===== src/flash_seq_params.svh =====
// Purpose: constants for the flash sequencer control block
// Assumes: 25 MHz clk
// Notes:   timing counts are derived from times in ns
`ifndef FLASH_SEQ_PARAMS_SVH
`define FLASH_SEQ_PARAMS_SVH

`define CLK_PERIOD_NS        40
`define OP_TIME_NS           400
`define OP_CYCLES            ((`OP_TIME_NS + `CLK_PERIOD_NS - 1) / `CLK_PERIOD_NS)
`define BLK_W                8
`define FREQ_W               32
`define SEL_FOLLOW           2'h0
`define SEL_ZERO             2'h1
`define SEL_ONE              2'h2
`define BANK_ZERO_CODE       1'h1
`define BANK_ONE_CODE        1'h0
`define SWAP_FLAG_RESET      1'h1
`define BANK_SEL_RESET       1'h0
`define FAST_READ_MHZ_LIMIT  32'h0000_0000
`define FAST_READ_THRESH_HZ  32'h01C9_C380

`endif


===== src/flash_seq_pkg.sv =====
// Purpose: types for the flash sequencer control block
// Assumes: flash_seq_params.svh supplies widths
// Notes:   none
`include "flash_seq_params.svh"
package flash_seq_pkg;
    typedef enum logic [3:0] {
        ST_IDLE    = 4'h1,
        ST_WINDOW  = 4'h2,
        ST_SWAP    = 4'h4,
        ST_PROGRAM = 4'h8
    } seq_state_t;

    typedef struct packed {
        logic [`BLK_W-1:0] start_blk;
        logic [`BLK_W-1:0] end_blk;
    } window_t;

    typedef struct packed {
        logic              valid;
        logic              erase;
        logic [`BLK_W-1:0] blk;
    } pe_req_t;
endpackage


===== src/flash_sequencer_boot_control.sv =====
// Purpose: control part of an on-chip flash sequencer: busy state, access
//          window, startup-region swap and select, startup bank readback
// Assumes: all inputs synchronous to clk; commands are one-cycle pulses
// Notes:   the program/erase algorithm itself is outside; an accepted
//          operation is modelled as a fixed busy interval
// Overview of operation
// - Bank readback: bank zero 1, one 0
// - Busy/idle readable at any time
// - Sequencer reset accepted any time, returns idle
// - Access window start and end readable
// - Refuse program/erase outside access window
// - Only one access window range exists
// - Equal start and end removes window
// - Ready pulse after window written
// - Swap flag: 0 swapped, 1 default
// - Swap toggle effective after next reset
// - Ready pulse after swap flag toggled
// - Select: follow flag, region 0, region 1
// - Select immediate; resets to follow flag
`include "flash_seq_params.svh"
module flash_sequencer_boot_control (
    input  wire logic                    clk,
    input  wire logic                    reset_n,
    input  wire logic                    dual_mode,
    input  wire logic                    seq_reset,
    input  wire logic                    write_protect_window,
    input  wire flash_seq_pkg::window_t  window_in,
    input  wire logic                    toggle_region_swap_flag,
    input  wire logic                    write_region_select,
    input  wire logic [1:0]              region_select_in,
    input  wire logic                    toggle_startup_bank,
    input  wire logic                    write_clock_freq,
    input  wire logic [`FREQ_W-1:0]      clock_freq_hz,
    input  wire flash_seq_pkg::pe_req_t  pe_req,
    output logic                         sequencer_idle,
    output logic                         flash_ready_irq,
    output flash_seq_pkg::window_t       read_protect_window,
    output logic                         window_active,
    output logic                         pe_refused,
    output logic                         pe_start,
    output logic                         read_region_swap_flag,
    output logic [1:0]                   read_region_select,
    output logic                         active_startup_region,
    output logic                         read_startup_bank,
    output logic                         fast_data_read,
    output logic [`FREQ_W-1:0]           flash_clock_hz
);
    flash_seq_pkg::seq_state_t state_ff, nxt_state;
    logic [7:0]              cnt_ff, nxt_cnt;
    flash_seq_pkg::window_t  win_ff, nxt_win, pend_win_ff;
    logic                    win_on_ff, pend_on_ff;
    // Stored (nonvolatile-like) swap flag and the copy in force since reset
    // Nonvolatile bits power up in their erased state and ignore system reset
    logic                    swap_store_ff = `SWAP_FLAG_RESET;
    logic                    swap_live_ff;
    logic                    live_loaded_ff;
    logic [1:0]              sel_ff;
    logic                    bank_store_ff = `BANK_SEL_RESET;
    logic                    toggle_pend_region_ff;
    logic                    region_now_ff;
    logic                    bank_live_ff;
    logic                    ready_ff, idle_ff, refused_ff, start_ff;
    logic [`FREQ_W-1:0]      freq_ff;
    logic                    fast_ff;

    wire idle_now = (state_ff == flash_seq_pkg::ST_IDLE);
    wire done_now = !idle_now && (cnt_ff == 8'h00);
    wire in_win   = !win_on_ff ||
                    (pe_req.blk >= win_ff.start_blk && pe_req.blk < win_ff.end_blk);
    wire pe_ok    = pe_req.valid && idle_now && in_win;
    wire pe_bad   = pe_req.valid && !in_win;
    wire go_win   = idle_now && write_protect_window;
    wire go_swap  = idle_now && (toggle_region_swap_flag || (toggle_startup_bank && dual_mode));

    // One command at a time; while busy, window writes, swap toggles and program/erase starts are ignored, but a sequencer reset is not
    always_comb begin
        nxt_state = state_ff;
        nxt_cnt   = (cnt_ff != 8'h00) ? cnt_ff - 8'h01 : 8'h00;
        if (seq_reset) begin
            nxt_state = flash_seq_pkg::ST_IDLE;
            nxt_cnt   = 8'h00;
        end else if (done_now) begin
            nxt_state = flash_seq_pkg::ST_IDLE;
        end else if (go_win) begin
            // Ready lands OP_CYCLES edges after the take: one for busy, one for done
            nxt_state = flash_seq_pkg::ST_WINDOW;
            nxt_cnt   = 8'(`OP_CYCLES - 2);
        end else if (go_swap) begin
            nxt_state = flash_seq_pkg::ST_SWAP;
            nxt_cnt   = 8'(`OP_CYCLES - 2);
        end else if (pe_ok) begin
            nxt_state = flash_seq_pkg::ST_PROGRAM;
            nxt_cnt   = 8'(`OP_CYCLES - 2);
        end
    end

    // A single window register; equal bounds remove it
    always_comb begin
        nxt_win = pend_win_ff;
        if (go_win && !seq_reset)
            nxt_win = window_in;
    end

    always_ff @(posedge clk or negedge reset_n) begin
        if (!reset_n) begin
            state_ff <= flash_seq_pkg::ST_IDLE;
            cnt_ff   <= 8'h00;
        end else begin
            state_ff <= nxt_state;
            cnt_ff   <= nxt_cnt;
        end
    end

    // Window takes effect when its write operation completes
    always_ff @(posedge clk or negedge reset_n) begin
        if (!reset_n) begin
            pend_win_ff <= '0;
            pend_on_ff  <= 1'b0;
            win_ff      <= '0;
            win_on_ff   <= 1'b0;
        end else begin
            pend_win_ff <= nxt_win;
            if (go_win && !seq_reset)
                pend_on_ff <= (window_in.start_blk != window_in.end_blk);
            if (done_now && state_ff == flash_seq_pkg::ST_WINDOW && !seq_reset) begin
                win_ff    <= pend_win_ff;
                win_on_ff <= pend_on_ff;
            end
        end
    end

    // Stored flag changes now; the live copy is only reloaded after reset
    always_ff @(posedge clk or negedge reset_n) begin
        if (!reset_n) begin
            live_loaded_ff <= 1'b0;
            swap_live_ff   <= `SWAP_FLAG_RESET;
            bank_live_ff   <= `BANK_SEL_RESET;
        end else if (!live_loaded_ff) begin
            live_loaded_ff <= 1'b1;
            swap_live_ff   <= swap_store_ff;
            bank_live_ff   <= bank_store_ff;
        end
    end

    // The stored copies model nonvolatile bits, so system reset leaves them
    always_ff @(posedge clk) begin
        if (done_now && state_ff == flash_seq_pkg::ST_SWAP && !seq_reset) begin
            if (toggle_pend_region_ff)
                swap_store_ff <= ~swap_store_ff;
            else
                bank_store_ff <= ~bank_store_ff;
        end
    end

    always_ff @(posedge clk or negedge reset_n) begin
        if (!reset_n)
            toggle_pend_region_ff <= 1'b1;
        else if (go_swap && !seq_reset)
            toggle_pend_region_ff <= toggle_region_swap_flag;
    end

    // Select setting is volatile and acts at once
    wire       sel_wr  = write_region_select && !dual_mode && region_select_in != 2'h3;
    wire [1:0] nxt_sel = sel_wr ? region_select_in : sel_ff;
    wire       nxt_swap_live = live_loaded_ff ? swap_live_ff : swap_store_ff;
    always_ff @(posedge clk or negedge reset_n) begin
        if (!reset_n)
            sel_ff <= `SEL_FOLLOW;
        else
            sel_ff <= nxt_sel;
    end

    // Frequency notice; large parts pick a faster data flash read above limit
    always_ff @(posedge clk or negedge reset_n) begin
        if (!reset_n) begin
            freq_ff <= '0;
            fast_ff <= 1'b0;
        end else if (write_clock_freq) begin
            freq_ff <= clock_freq_hz;
            fast_ff <= (clock_freq_hz > `FAST_READ_THRESH_HZ);
        end
    end

    // Next values are used so the region follows a select write in the same edge
    wire region_now = (nxt_sel == `SEL_ZERO) ? 1'b0 :
                      (nxt_sel == `SEL_ONE)  ? 1'b1 : ~nxt_swap_live;

    always_ff @(posedge clk or negedge reset_n) begin
        if (!reset_n) begin
            ready_ff   <= 1'b0;
            idle_ff    <= 1'b1;
            refused_ff <= 1'b0;
            start_ff   <= 1'b0;
        end else begin
            ready_ff   <= done_now && !seq_reset;
            idle_ff    <= (nxt_state == flash_seq_pkg::ST_IDLE);
            refused_ff <= pe_bad && !seq_reset;
            start_ff   <= pe_ok && !go_win && !go_swap && !seq_reset;
        end
    end

    assign sequencer_idle        = idle_ff;
    assign flash_ready_irq       = ready_ff;
    assign pe_refused            = refused_ff;
    assign pe_start              = start_ff;
    assign read_protect_window   = win_ff;
    assign window_active         = win_on_ff;
    assign read_region_swap_flag = swap_store_ff;
    assign read_region_select    = sel_ff;
    assign active_startup_region = region_now_ff;
    assign read_startup_bank     = bank_live_ff ? `BANK_ONE_CODE : `BANK_ZERO_CODE;
    assign fast_data_read        = fast_ff;
    assign flash_clock_hz        = freq_ff;

    always_ff @(posedge clk or negedge reset_n) begin
        if (!reset_n)
            region_now_ff <= 1'b0;
        else
            region_now_ff <= region_now;
    end
endmodule


===== config.mk =====
export PLATFORM = sky130hd
export DESIGN_NAME = flash_sequencer_boot_control
export DESIGN_NICKNAME = d
export VERILOG_FILES = /design/src/flash_seq_pkg.sv /design/src/flash_sequencer_boot_control.sv
export VERILOG_INCLUDE_DIRS = /design/src
export SDC_FILE = /design/constraint.sdc
export NUM_CORES = 1
export LEC_CHECK = 0
export BUFFER_PORTS_ARGS = -buffer_cell sky130_fd_sc_hd__buf_2
export CAP_MARGIN = 0
export CORE_MARGIN = 3
export CORE_UTILIZATION = 51
export DETAILED_ROUTE_END_ITERATION = 10
export PLACE_DENSITY_LB_ADDON = 0.3
export SLEW_MARGIN = 20
export SYNTH_ARGS = -nofsm -noshare
export SYNTH_HDL_FRONTEND = slang
export SYNTH_SLANG_ARGS = --single-unit

===== constraint.sdc =====
create_clock -name clk -period 2.8 [get_ports clk]
set_clock_uncertainty 0.1 [all_clocks]
set_input_delay 0.84 -clock clk [delete_from_list [all_inputs] [get_ports clk]]
set_output_delay 0.84 -clock clk [all_outputs]
set_load 0.02 [all_outputs]

# Word level (Yosys, flattened, before mapping)
# Cells that the tools add are included.
[totals]
regBits = 92
input_bits = 69
out_inout_bits = 59
elab_cells = 88
[op_classes]
add_sub_neg = 1
n_lt_le_gt_ge = 3
n_eq_ne = 8
mux = 16
bitwise = 4
reduce_logical = 34
[op_table]
columns = ["op", "count"]
rows = [
  ["8-bit 2-to-1 mux", 6],
  ["32-bit by 25-bit > comparator with 1-bit output, second input constant", 1],
  ["1-bit logical AND", 21],
  ["4-bit 2-to-1 mux", 5],
  ["4-bit by 1-bit == test with 1-bit output, second input constant", 2],
  ["8-bit greater-or-equal comparator", 1],
  ["8-bit zero test", 1],
  ["8-bit < comparator", 1],
  ["8-bit != test", 1],
  ["8-bit nonzero test", 1],
  ["8-bit by 1-bit subtractor with 8-bit output, second input constant", 1],
  ["1-bit zero test", 7],
  ["4-bit by 2-bit == test with 1-bit output, second input constant", 1],
  ["4-bit by 3-bit == test with 1-bit output, second input constant", 1],
  ["1-bit 2-to-1 mux", 4],
  ["1-bit NOT", 4],
  ["2-bit AND reduction", 2],
  ["2-bit by 1-bit == test with 1-bit output, second input constant", 1],
  ["2-bit == test, second input constant", 1],
  ["1-bit logical OR", 2],
  ["2-bit 2-to-1 mux", 1],
  ["2-bit != test, second input constant", 1],
]

# Depth between registers and ports, before layout
# Gate-level depths: netlist (run 1).
[depth]
depth_word = 10
mapped_depth = 8
depth_no_buf = 7

# Worst setup path after synthesis (run 1)
# No wires, ideal clock.
[synth_path]
kind = "input port to flip-flop"
startpoint = "input pe_req[3] (netlist bit)"
endpoint = "register cnt_ff[2]"
setup_ps = 101
arrival_time_ps = 2334
required_ps = 2599
slack_ps = 265
path_stages = 7
n_path_buf = 1
cell_sequence = "ha_1 or4_1 a21oi_1 o31ai_1 and4_1 buf_2 nor4_1"
[synth_between]
elab_chain_cells = 9
elab_cells_between_ends = 10
classes_between = "order compare (2); mux (5); reduce/logical (3)"
[synth_rtl]
columns = ["item", "line", "text"]
rows = [
  ["start: declaration", "flash_sequencer_boot_control.sv:34", "input wire flash_seq_pkg::pe_req_t pe_req,"],
  ["8-bit greater-or-equal comparator / 8-bit < comparator (equally long branches)", "flash_sequencer_boot_control.sv:69", "(pe_req.blk >= win_ff.start_blk && pe_req.blk < win_ff.end_blk);"],
  ["1-bit logical AND *", "flash_sequencer_boot_control.sv:69", ""],
  ["1-bit logical OR *", "flash_sequencer_boot_control.sv:68", "wire in_win = !win_on_ff ||"],
  ["1-bit logical AND *", "flash_sequencer_boot_control.sv:70", "wire pe_ok = pe_req.valid && idle_now && in_win;"],
  ["8-bit 2-to-1 mux *", "flash_sequencer_boot_control.sv:91", "end else if (pe_ok) begin"],
  ["8-bit 2-to-1 mux *", "flash_sequencer_boot_control.sv:88", "end else if (go_swap) begin"],
  ["8-bit 2-to-1 mux *", "flash_sequencer_boot_control.sv:84", "end else if (go_win) begin"],
  ["8-bit 2-to-1 mux *", "flash_sequencer_boot_control.sv:82", "end else if (done_now) begin"],
  ["8-bit 2-to-1 mux *", "flash_sequencer_boot_control.sv:79", "if (seq_reset) begin"],
  ["named net nxt_cnt[2]", "flash_sequencer_boot_control.sv:49", "logic [7:0] cnt_ff, nxt_cnt;"],
  ["end signal: assignment", "flash_sequencer_boot_control.sv:110", "cnt_ff <= nxt_cnt;"],
  ["end: declaration", "flash_sequencer_boot_control.sv:49", ""],
]
# Mark *: on every way through the listed nets, which the timed path passes. The rest lies on a longest branch.
# A chain may end at the register's enable or synchronous reset.

# Worst setup path after layout (run 1)
[layout_path]
startpoint = "input pe_req[3] (netlist bit)"
endpoint = "register cnt_ff[5]"
# Same word-level chain as after synthesis.

==> results.md, run 1 <==
- Layout Nets: 564
- Final period util: 90.4%
- Worst setup margin: 0.269 ns
- Reg2Reg Depth: 4
- Initial antenna violation count: 0
- CP Capture Type: flop
- Syn Area/Cell: 12.2 µm²
- Relative slew margins: 53.4%
- Tot GR Track Use: 19.6%
- First-pass GRT wire length: 13900 µm
- F_max: 0.395 GHz
- Die Y: 96.4 µm
- YS warnings: 0
- I/O Pins: 128
- Hold buffer count at CTS: 0
- Status: completed
- Placer's final routability congestion estimate: 0.841
- Filler cells: 670
- PortBufs: 126
- Synth area leaders: dfrtp_1 (52%), mux2_2 (13%), ha_1 (5.1%)
- CTS H-tree lvls: 3
- Final setup fails: 0
- Flops & latches, synth: 92
- Clk buf depth: 2
- Mapped Nets: 429
- Clk sink count: 92
- Startpoint Class: input pin
- Setup Fix Bufs, Post-CTS: 0
- Largest net degree at the start of global routing: 40
- Vias in the first global route: 2974
- Worst skew pair latency: 0.35 ns
- WL per Instance: 15.4 µm
- Place WS: -0.106 ns
- Worst endpoint required time: 2.94 ns
- Crit Path Max Fanout: 12
- Distinct cells, synth: 54
- Iteration-0 DRC Markers: 148
- Hpwl dp: 7000 µm
- Unrepaired setup endpoints after global routing: false
- Hold Path Class: in -> async
- Num CTS Buffers: 9
- Cell taking the most area after synthesis: dfrtp_1
- DRT Wirelength: 8990 µm
- Post-synth EDFFs: 2
- Final ANT Viol Nets: 0
- Initial Util: 53.1%
- # diodes: 0
- Clock Pin Slew Worst Setup and Hold Paths: 0.09 ns
- Pre-Repair DR Iteration Count: 4
- Vias per cell: 5.30
- Final non-filler cell area: 5150 µm²
- Power per cell area: 891 nW/µm²
- Global route overflow: 0
- Synth-to-Final Area Change: 23.5%
- CTS resizes: 0
- Fin. max-slew vios: 0
- Yosys top cell area share: 51.6%
- Row count: 32
- Max IR drop VDD: 0.534 mV
- Layout cells sized above 1: 43.7%
- Arr. time, crit path: 2.67 ns
- Die W: 96.4 µm
- Crit path largest cell delay: 0.53 ns
- CP cell instances: buf_2 > ha_1 > or4_1 > a21oi_1 > o31ai_1 > and4_1 > nor4_1
- Placed instance area: 4970 µm²
- Core ar.: 7850 µm²
- Die Area: 9290 µm²
- Post-route DRC: 0
- Ys flop type: dfrtp_1
- Max_cap viols: 0
- Leak: 0.00251 µW
- Critical path's slowest cell: or4_1
- Total Power: 4590 µW
- Async set-reset flop share out of synthesis: 97.8%
- Worst Hold Margin: 0.346 ns
- Post-synthesis cell area: 4170 µm²
- Final core utilization: 65.6%
- CP Class: in -> reg
- Clock tree from TritonCTS: yes
- Worst-margin pin slew: 0.690 ns
- Final Hold Viols: 0
- Crit path time final: 2.53 ns
- Synthesized instance count: 343
- Seq/Total Area, Yosys: 55.6%
- CTS root buf: clkbuf_8
- Vias post-DR: 3099
-- per-layer routing --
layer	routed length, µm	vias to the layer above	part of all wire (%)	global-route usage, %
li1	-	1477	-	-
met1	3860	1510	43	24.5
met2	4440	106	49	34.4
met3	602	6	6.7	3.25
met4	85	0	0.95	7.01
met5	0	-	0	0
-- power breakdown --
group / leakage, µW / internal (µW) / switching [µW]
combinational: 0.00134 / 787 / 1010
clock: 0.0000855 / 349 / 452
sequential: 0.00108 / 1730 / 260
-- cells in the final DEF (no fill, tap or decap), types with 2 or more instances in the layout --
cell and count:
buf_4 9, dfrtp_1 86, buf_2 125, clkbuf_8 10, o21a_1 2, o21ai_0 19
nor2_1 17, nor3_1 5, xnor2_1 13, nand2b_1 3, buf_12 2, mux2_1 3
dfstp_2 4, a21o_1 2, inv_1 26, nor4_1 10, nand3_1 3, clkinv_4 2
nand2_1 21, nand4_1 2, and3_1 3, or4_1 2, a21oi_1 8, o21ai_1 2
ha_1 17, nor4b_1 3, o2111a_1 2, o31ai_1 3, edfxtp_1 2, mux2_2 48
clkinvlp_4 2
-- flip-flops by register name (all words and copies together), names as in the netlist, 2 cells and up --
signal,flops
pend_win_ff,16
read_protect_window,16
flash_clock_hz,32
cnt_ff,8
read_region_select,2
state_ff,4
-- final cells by class --
class	count	area, µm²	share of cell area [%]
Multi-Input combinational cell	212	1690	32.8
Clock inverter	5	37.5	0.729
Sequential cell	92	2320	45.0
Tap cell	102	128	2.48
Clock buffer	11	141	2.75
Timing Repair Buffer	136	733	14.2
Inverter	27	101	1.97
-- synth_stat cells, drive strengths merged (2+ instances only) --
master,n
nand2b,3
o21ai,21
dfstp,4
inv,27
ha,17
dfrtp,86
o2111a,2
a21o,2
o31ai,3
or4b,2
or4,3
nor3,5
o21a,2
nor4,11
xnor2,13
nand3,3
mux2,51
clkbuf,6
buf,6
nor4b,4
a21oi,8
nor2,18
nand2,23
and3,3
edfxtp,2
nand4,2
-- critical path, delay by kind of cell --
| family | cells | cell delay (ns) |
|---|---|---|
| AOI/OAI and AO/OA | 2 | 0.32 |
| adders and majority gates | 1 | 0.20 |
| buffers and inverters | 1 | 0.11 |
| and+or+nand+nor | 3 | 1.19 |
-- cell families after synthesis --
kind of cell	Yosys count	share of synthesized area, %
AO/OA/AOI/OAI	46	6.93
XOR/XNOR	14	2.94
adder cells (fa/ha/maj)	18	5.34
buffers and inverters	39	3.90
flip-flops	92	55.6
multiplexers	51	13.8
other	1	0.0900
AND/OR/NAND/NOR	82	11.4
-- path summary, 6_finish.rpt --
path | slack, ns | from | endpoint
max reg2reg | 0.33 | cnt_ff[3] | window_active
max | 0.27 | pe_req[3] | cnt_ff[5]
min reg2reg | 0.39 | pend_win_ff[13] | read_protect_window[13]
min | 0.35 | reset_n | flash_clock_hz[9]
min in group clk | 0.39 | pend_win_ff[13] | read_protect_window[13]
max in group asynchronous | 1.55 | reset_n | toggle_pend_region_ff
-- stage by stage --
stage	instances	TNS [ns]
6_report	585	0
5_1_grt	585	0
4_1_cts	585	0
3_5_place_dp	569	-0.577
3_3_place_gp	569	-0.0423
2_1_floorplan	343	0
Note: power is estimated with default switching activity, not from simulation.
==> run 2, diff against run 1 <==
- clock period: 2.8 -> 2.7 ns (I/O delays scaled with it)
==> results.md, run 2 (synthesis gave the netlist of run 1 again) <==
- First-pass GRT wire length: 13400 µm (-3.7%)
- Clk buf depth: 2 (unchanged)
- Startpoint Class: input pin
- Most common cell after layout, fill and taps aside: buf_2
- Placed instance area: 4980 µm² (+0.30%)
- Arr. time, crit path: 2.61 ns (-0.06 ns)
- Setup Fix Bufs, Post-CTS: 0 (unchanged)
- Max_cap viols: 0 (unchanged)
- Largest net degree at the start of global routing: 44 (+10%)
- Place WS: -0.134 ns (-0.0277 ns)
- Crit Path Max Fanout: 12 (unchanged)
- Post-route DRC: 0 (unchanged)
- Final Hold Viols: 0 (unchanged)
- Clk sink count: 92 (unchanged)
- Final Non-Filler Cells: 587 (+0.34%)
- Iteration-0 DRC Markers: 116 (-22%)
- CTS resizes: 0 (unchanged)
- Crit path largest cell delay: 0.50 ns (-0.03 ns)
- Die Y: 96.4 µm (unchanged)
- Layout cells sized above 1: 43.9% (+0.23 points)
- Fin. max-slew vios: 0 (unchanged)
- Clock Pin Slew Worst Setup and Hold Paths: 0.09 ns (about the same)
- Die W: 96.4 µm (unchanged)
- Vias in the first global route: 2889 (-2.9%)
- DRT Wirelength: 8730 µm (-2.9%)
- CP Class: in -> reg
- WL per Instance: 14.9 µm (-3.2%)
- Global route overflow: 0 (unchanged)
- Final ANT Viol Nets: 0 (unchanged)
- Pre-Repair DR Iteration Count: 4 (unchanged)
- # diodes: 0 (unchanged)
- Max reg flops: 32 (unchanged)
- F_max: 0.405 GHz
- Worst skew pair latency: 0.34 ns (about the same)
- Synth-to-Final Area Change: 23.8%
- R2R setup slack: 0.31 ns (-0.02 ns)
- PortBufs: 126 (unchanged)
- Hold Path Class: in -> async
- CTS root buf: clkbuf_8
- Power per cell area: 919 nW/µm² (+3.1%)
- Die Area: 9290 µm² (unchanged)
- CP cell instances: buf_2 > ha_1 > or4_1 > a21oi_1 > o31ai_1 > and4_1 > o31a_1
- Final setup fails: 0 (unchanged)
- Relative slew margins: 55.1% (+1.7 points)
- CP Capture Type: flop
- Crit path time final: 2.47 ns
- I/O Pins: 128 (unchanged)
- Status: completed
- Clock tree from TritonCTS: yes
- Worst setup margin: 0.229 ns (-0.0395 ns)
- Vias post-DR: 3081 (-0.58%)
- Reg2Reg Capture Point: read_protect_window[0]
- Worst-margin pin slew: 0.664 ns (-0.0252 ns)
- Final non-filler cell area: 5160 µm² (+0.29%)
- Worst r2r src: cnt_ff[3]
- Hpwl dp: 6820 µm (-2.6%)
- CP top delay family: simple AND/OR/NAND/NOR gates
- Tot GR Track Use: 18.8% (-0.85 points)
- Most frequent cells in the layout: buf_2 (125), dfrtp_1 (86), mux2_2 (48), inv_1 (26), nand2_1 (21)
- Hold buffer count at CTS: 0 (unchanged)
- Initial antenna violation count: 0 (unchanged)
- Layout Nets: 566 (+0.35%)
- Critical path's slowest cell: or4_1
- Final period util: 91.5%
- Placed cells: 571 (+0.35%)
- Placer's final routability congestion estimate: 0.843 (+0.26%)
- Max IR drop VDD: 0.544 mV (+1.9%)
- Vias per cell: 5.25 (-0.92%)
- CTS H-tree lvls: 3 (unchanged)
- Initial Util: 53.1% (unchanged)
- Reg2Reg Depth: 5 (+1)
- Core ar.: 7850 µm² (unchanged)
- Bufs and invs on worst path: 1 (unchanged)
- Row count: 32 (unchanged)
- Worst endpoint required time: 2.84 ns (-0.10 ns)
- Num CTS Buffers: 9 (unchanged)
- Unrepaired setup endpoints after global routing: false
- Filler cells: 611 (-8.8%)
- Leak: 0.00251 µW (+0.28%)
-- run 2: cell types whose count changed in the layout (fill, tap and decap cells not counted) --
cell,before,now
buf_4,9,11
-- run 2: metal layers --
layer	global-route usage, %	vias up	wire, µm
li1	-	1483	-
met1	24.1	1480	3850
met2	31.9	105	4170
met3	3.49	13	572
met4	6.78	0	138
met5	0	-	0
-- run 2: per-stage QoR --
step / hold slack (ns) / power, µW / TNS [ns] / util [%]
after global routing: 0.364 / 5090 / 0 / 65.8
after floorplan: 0.344 / 3440 / 0 / -
after detailed placement: 0.362 / 3940 / -1.02 / 63.5
after CTS: 0.352 / 4790 / 0 / 65.8
final: 0.338 / 4740 / 0 / 65.8
after global placement: 0.361 / 3870 / -0.531 / 63.5
-- run 2: worst max-delay path by stage --
stage                      to  slack, ns      start  cells past startpoint
CTS                 cnt_ff[4]       0.22  pe_req[3]                      7
global placement    cnt_ff[3]      -0.11  pe_req[3]                      7
global route        cnt_ff[4]       0.09  pe_req[3]                      7
floorplan           cnt_ff[2]       0.19  pe_req[3]                      7
detailed placement  cnt_ff[4]      -0.13  pe_req[3]                      7
finish              cnt_ff[3]       0.23  pe_req[4]                      7
-- run 2: area by class of cell --
cell class / count / area [µm²] / share of cell area (%)
inverter: 27 / 101 / 1.96
sequential: 92 / 2320 / 44.9
timing repair buffer: 138 / 748 / 14.5
multi-input combinational: 212 / 1690 / 32.7
tap: 102 / 128 / 2.47
clock inverter: 5 / 37.5 / 0.727
clock buffer: 11 / 141 / 2.74
-- run 2: power breakdown --
part	leakage, µW	switching (µW)	internal [µW]	total (µW)
Sequential	0.00108	251	1790	2040
Clock	0.0000855	471	362	833
Combinational	0.00135	1050	817	1870
Total	0.00251	1770	2970	4740
==> run 3, diff against run 2 <==
- MAX_ROUTING_LAYER: default -> met4
==> results.md, run 3 (synthesis gave the netlist of run 1 again) <==
- CP Capture Type: flop
- CTS H-tree lvls: 3 (unchanged)
- Die Area: 9290 µm² (unchanged)
- Worst r2r src: cnt_ff[3]
- Iteration-0 DRC Markers: 115 (-0.86%)
- Crit Path Max Fanout: 12 (unchanged)
- Worst endpoint required time: 2.84 ns (about the same)
- Setup Fix Bufs, Post-CTS: 0 (unchanged)
- Most frequent cells in the layout: buf_2 (125), dfrtp_1 (86), mux2_2 (48), inv_1 (26), nand2_1 (21)
- Pre-Repair DR Iteration Count: 4 (unchanged)
- Final ANT Viol Nets: 0 (unchanged)
- Crit path time final: 2.47 ns (+0.00240 ns)
- Max reg flops: 32 (unchanged)
- Clk sink count: 92 (unchanged)
- Clock tree from TritonCTS: yes
- Reg2Reg Capture Point: read_protect_window[0]
- Clock Pin Slew Worst Setup and Hold Paths: 0.09 ns (about the same)
- Final Hold Viols: 0 (unchanged)
- PortBufs: 126 (unchanged)
- Filler cells: 611 (unchanged)
- Setup TNS: 0 ns (unchanged)
- Final setup fails: 0 (unchanged)
- Layout cells sized above 1: 43.9% (unchanged)
- Startpoint Class: input pin
- I/O Pins: 128 (unchanged)
- Reg2Reg Depth: 5 (unchanged)
- Power per cell area: 919 nW/µm² (about the same)
- First-pass GRT wire length: 13400 µm (unchanged)
- Initial Util: 53.1% (unchanged)
- Most common cell after layout, fill and taps aside: buf_2
- Leak: 0.00251 µW (unchanged)
- F_max: 0.404 GHz (about the same)
- Max IR drop VDD: 0.544 mV (about the same)
- Die Y: 96.4 µm (unchanged)
- Unrepaired setup endpoints after global routing: false
- WL per Instance: 14.9 µm (+0.18%)
- Vias per cell: 5.24 (-0.19%)
- Post-route DRC: 0 (unchanged)
- # diodes: 0 (unchanged)
- Relative slew margins: 55.6% (+0.50 points)
- Total Power: 4740 µW (about the same)
- Final period util: 91.6% (about the same)
- CP Class: in -> reg
- Synth-to-Final Area Change: 23.8% (unchanged)
- Hold Path Class: in -> async
- Die W: 96.4 µm (unchanged)
- CTS root buf: clkbuf_8
- Tot GR Track Use: 19.3% (+0.54 points)
- Num CTS Buffers: 9 (unchanged)
- Clk buf depth: 2 (unchanged)
- Layout Nets: 566 (unchanged)
- Fin. max-slew vios: 0 (unchanged)
- Worst skew pair latency: 0.34 ns (about the same)
- Initial antenna violation count: 0 (unchanged)
- Vias post-DR: 3075 (-0.19%)
- Status: completed
- Hold buffer count at CTS: 0 (unchanged)
- Row count: 32 (unchanged)
- Largest net degree at the start of global routing: 44 (unchanged)
- Worst-margin pin slew: 0.657 ns (-0.00737 ns)
- Hpwl dp: 6820 µm (unchanged)
- Core ar.: 7850 µm² (unchanged)
- R2R setup slack: 0.31 ns (about the same)
- Max_cap viols: 0 (unchanged)
- Global route overflow: 0 (unchanged)
- DRT Wirelength: 8740 µm (+0.18%)
- Vias in the first global route: 2889 (unchanged)
- CTS resizes: 0 (unchanged)
- Placer's final routability congestion estimate: 0.856 (+1.6%)
- Arr. time, crit path: 2.61 ns (about the same)
-- run 3: cell counts in the layout (fill, tap and decap cells not counted) --
Identical to the previous run, type by type.
-- run 3: layer usage --
layer / wire length (µm) / vias up / share of wire, % / GRT usage, %
met5: 0 / - / 0 / -
met4: 146 / 0 / 1.7 / 6.78
met3: 576 / 15 / 6.6 / 3.33
met2: 4180 / 105 / 48 / 32.0
met1: 3850 / 1474 / 44 / 24.1
li1: - / 1481 / - / -
-- run 3: where the power goes --
| part | internal [µW] | switching [µW] |
|---|---|---|
| clock network | 362 | 470 |
| registers | 1790 | 251 |
| logic | 817 | 1050 |
-- run 3: final cells by class --
class / instances / area (µm²) / share of cell area [%]
Sequential cell: 92 / 2320 / 44.9
Multi-Input combinational cell: 212 / 1690 / 32.7
Timing Repair Buffer: 138 / 748 / 14.5
Clock buffer: 11 / 141 / 2.74
Tap cell: 102 / 128 / 2.47
Inverter: 27 / 101 / 1.96
Clock inverter: 5 / 37.5 / 0.727
-- run 3: worst max-delay path by stage --
stage          startpoint   endpoint  slack, ns  cells past startpoint
5_1_grt         pe_req[3]  cnt_ff[4]       0.09                      7
4_1_cts         pe_req[3]  cnt_ff[4]       0.22                      7
2_1_floorplan   pe_req[3]  cnt_ff[2]       0.19                      7
3_5_place_dp    pe_req[3]  cnt_ff[4]      -0.13                      7
6_report        pe_req[4]  cnt_ff[3]       0.23                      7
3_3_place_gp    pe_req[3]  cnt_ff[3]      -0.11                      7
-- run 3: through the flow --
step	instance area (µm²)	utilization, %	worst slack (ns)	instances	hold WS (ns)
after floorplan	4170	-	0.195	343	0.344
after global placement	4980	63.5	-0.108	571	0.361
after detailed placement	4980	63.5	-0.134	571	0.362
after CTS	5160	65.8	0.224	587	0.352
after global routing	5160	65.8	0.0868	587	0.364
final	5160	65.8	0.227	587	0.338
-- run 3: critical path, cell delays in order --
cell	delay, ns
buf_2	0.12
ha_1	0.21
or4_1	0.50
a21oi_1	0.20
o31ai_1	0.12
and4_1	0.32
o31a_1	0.34
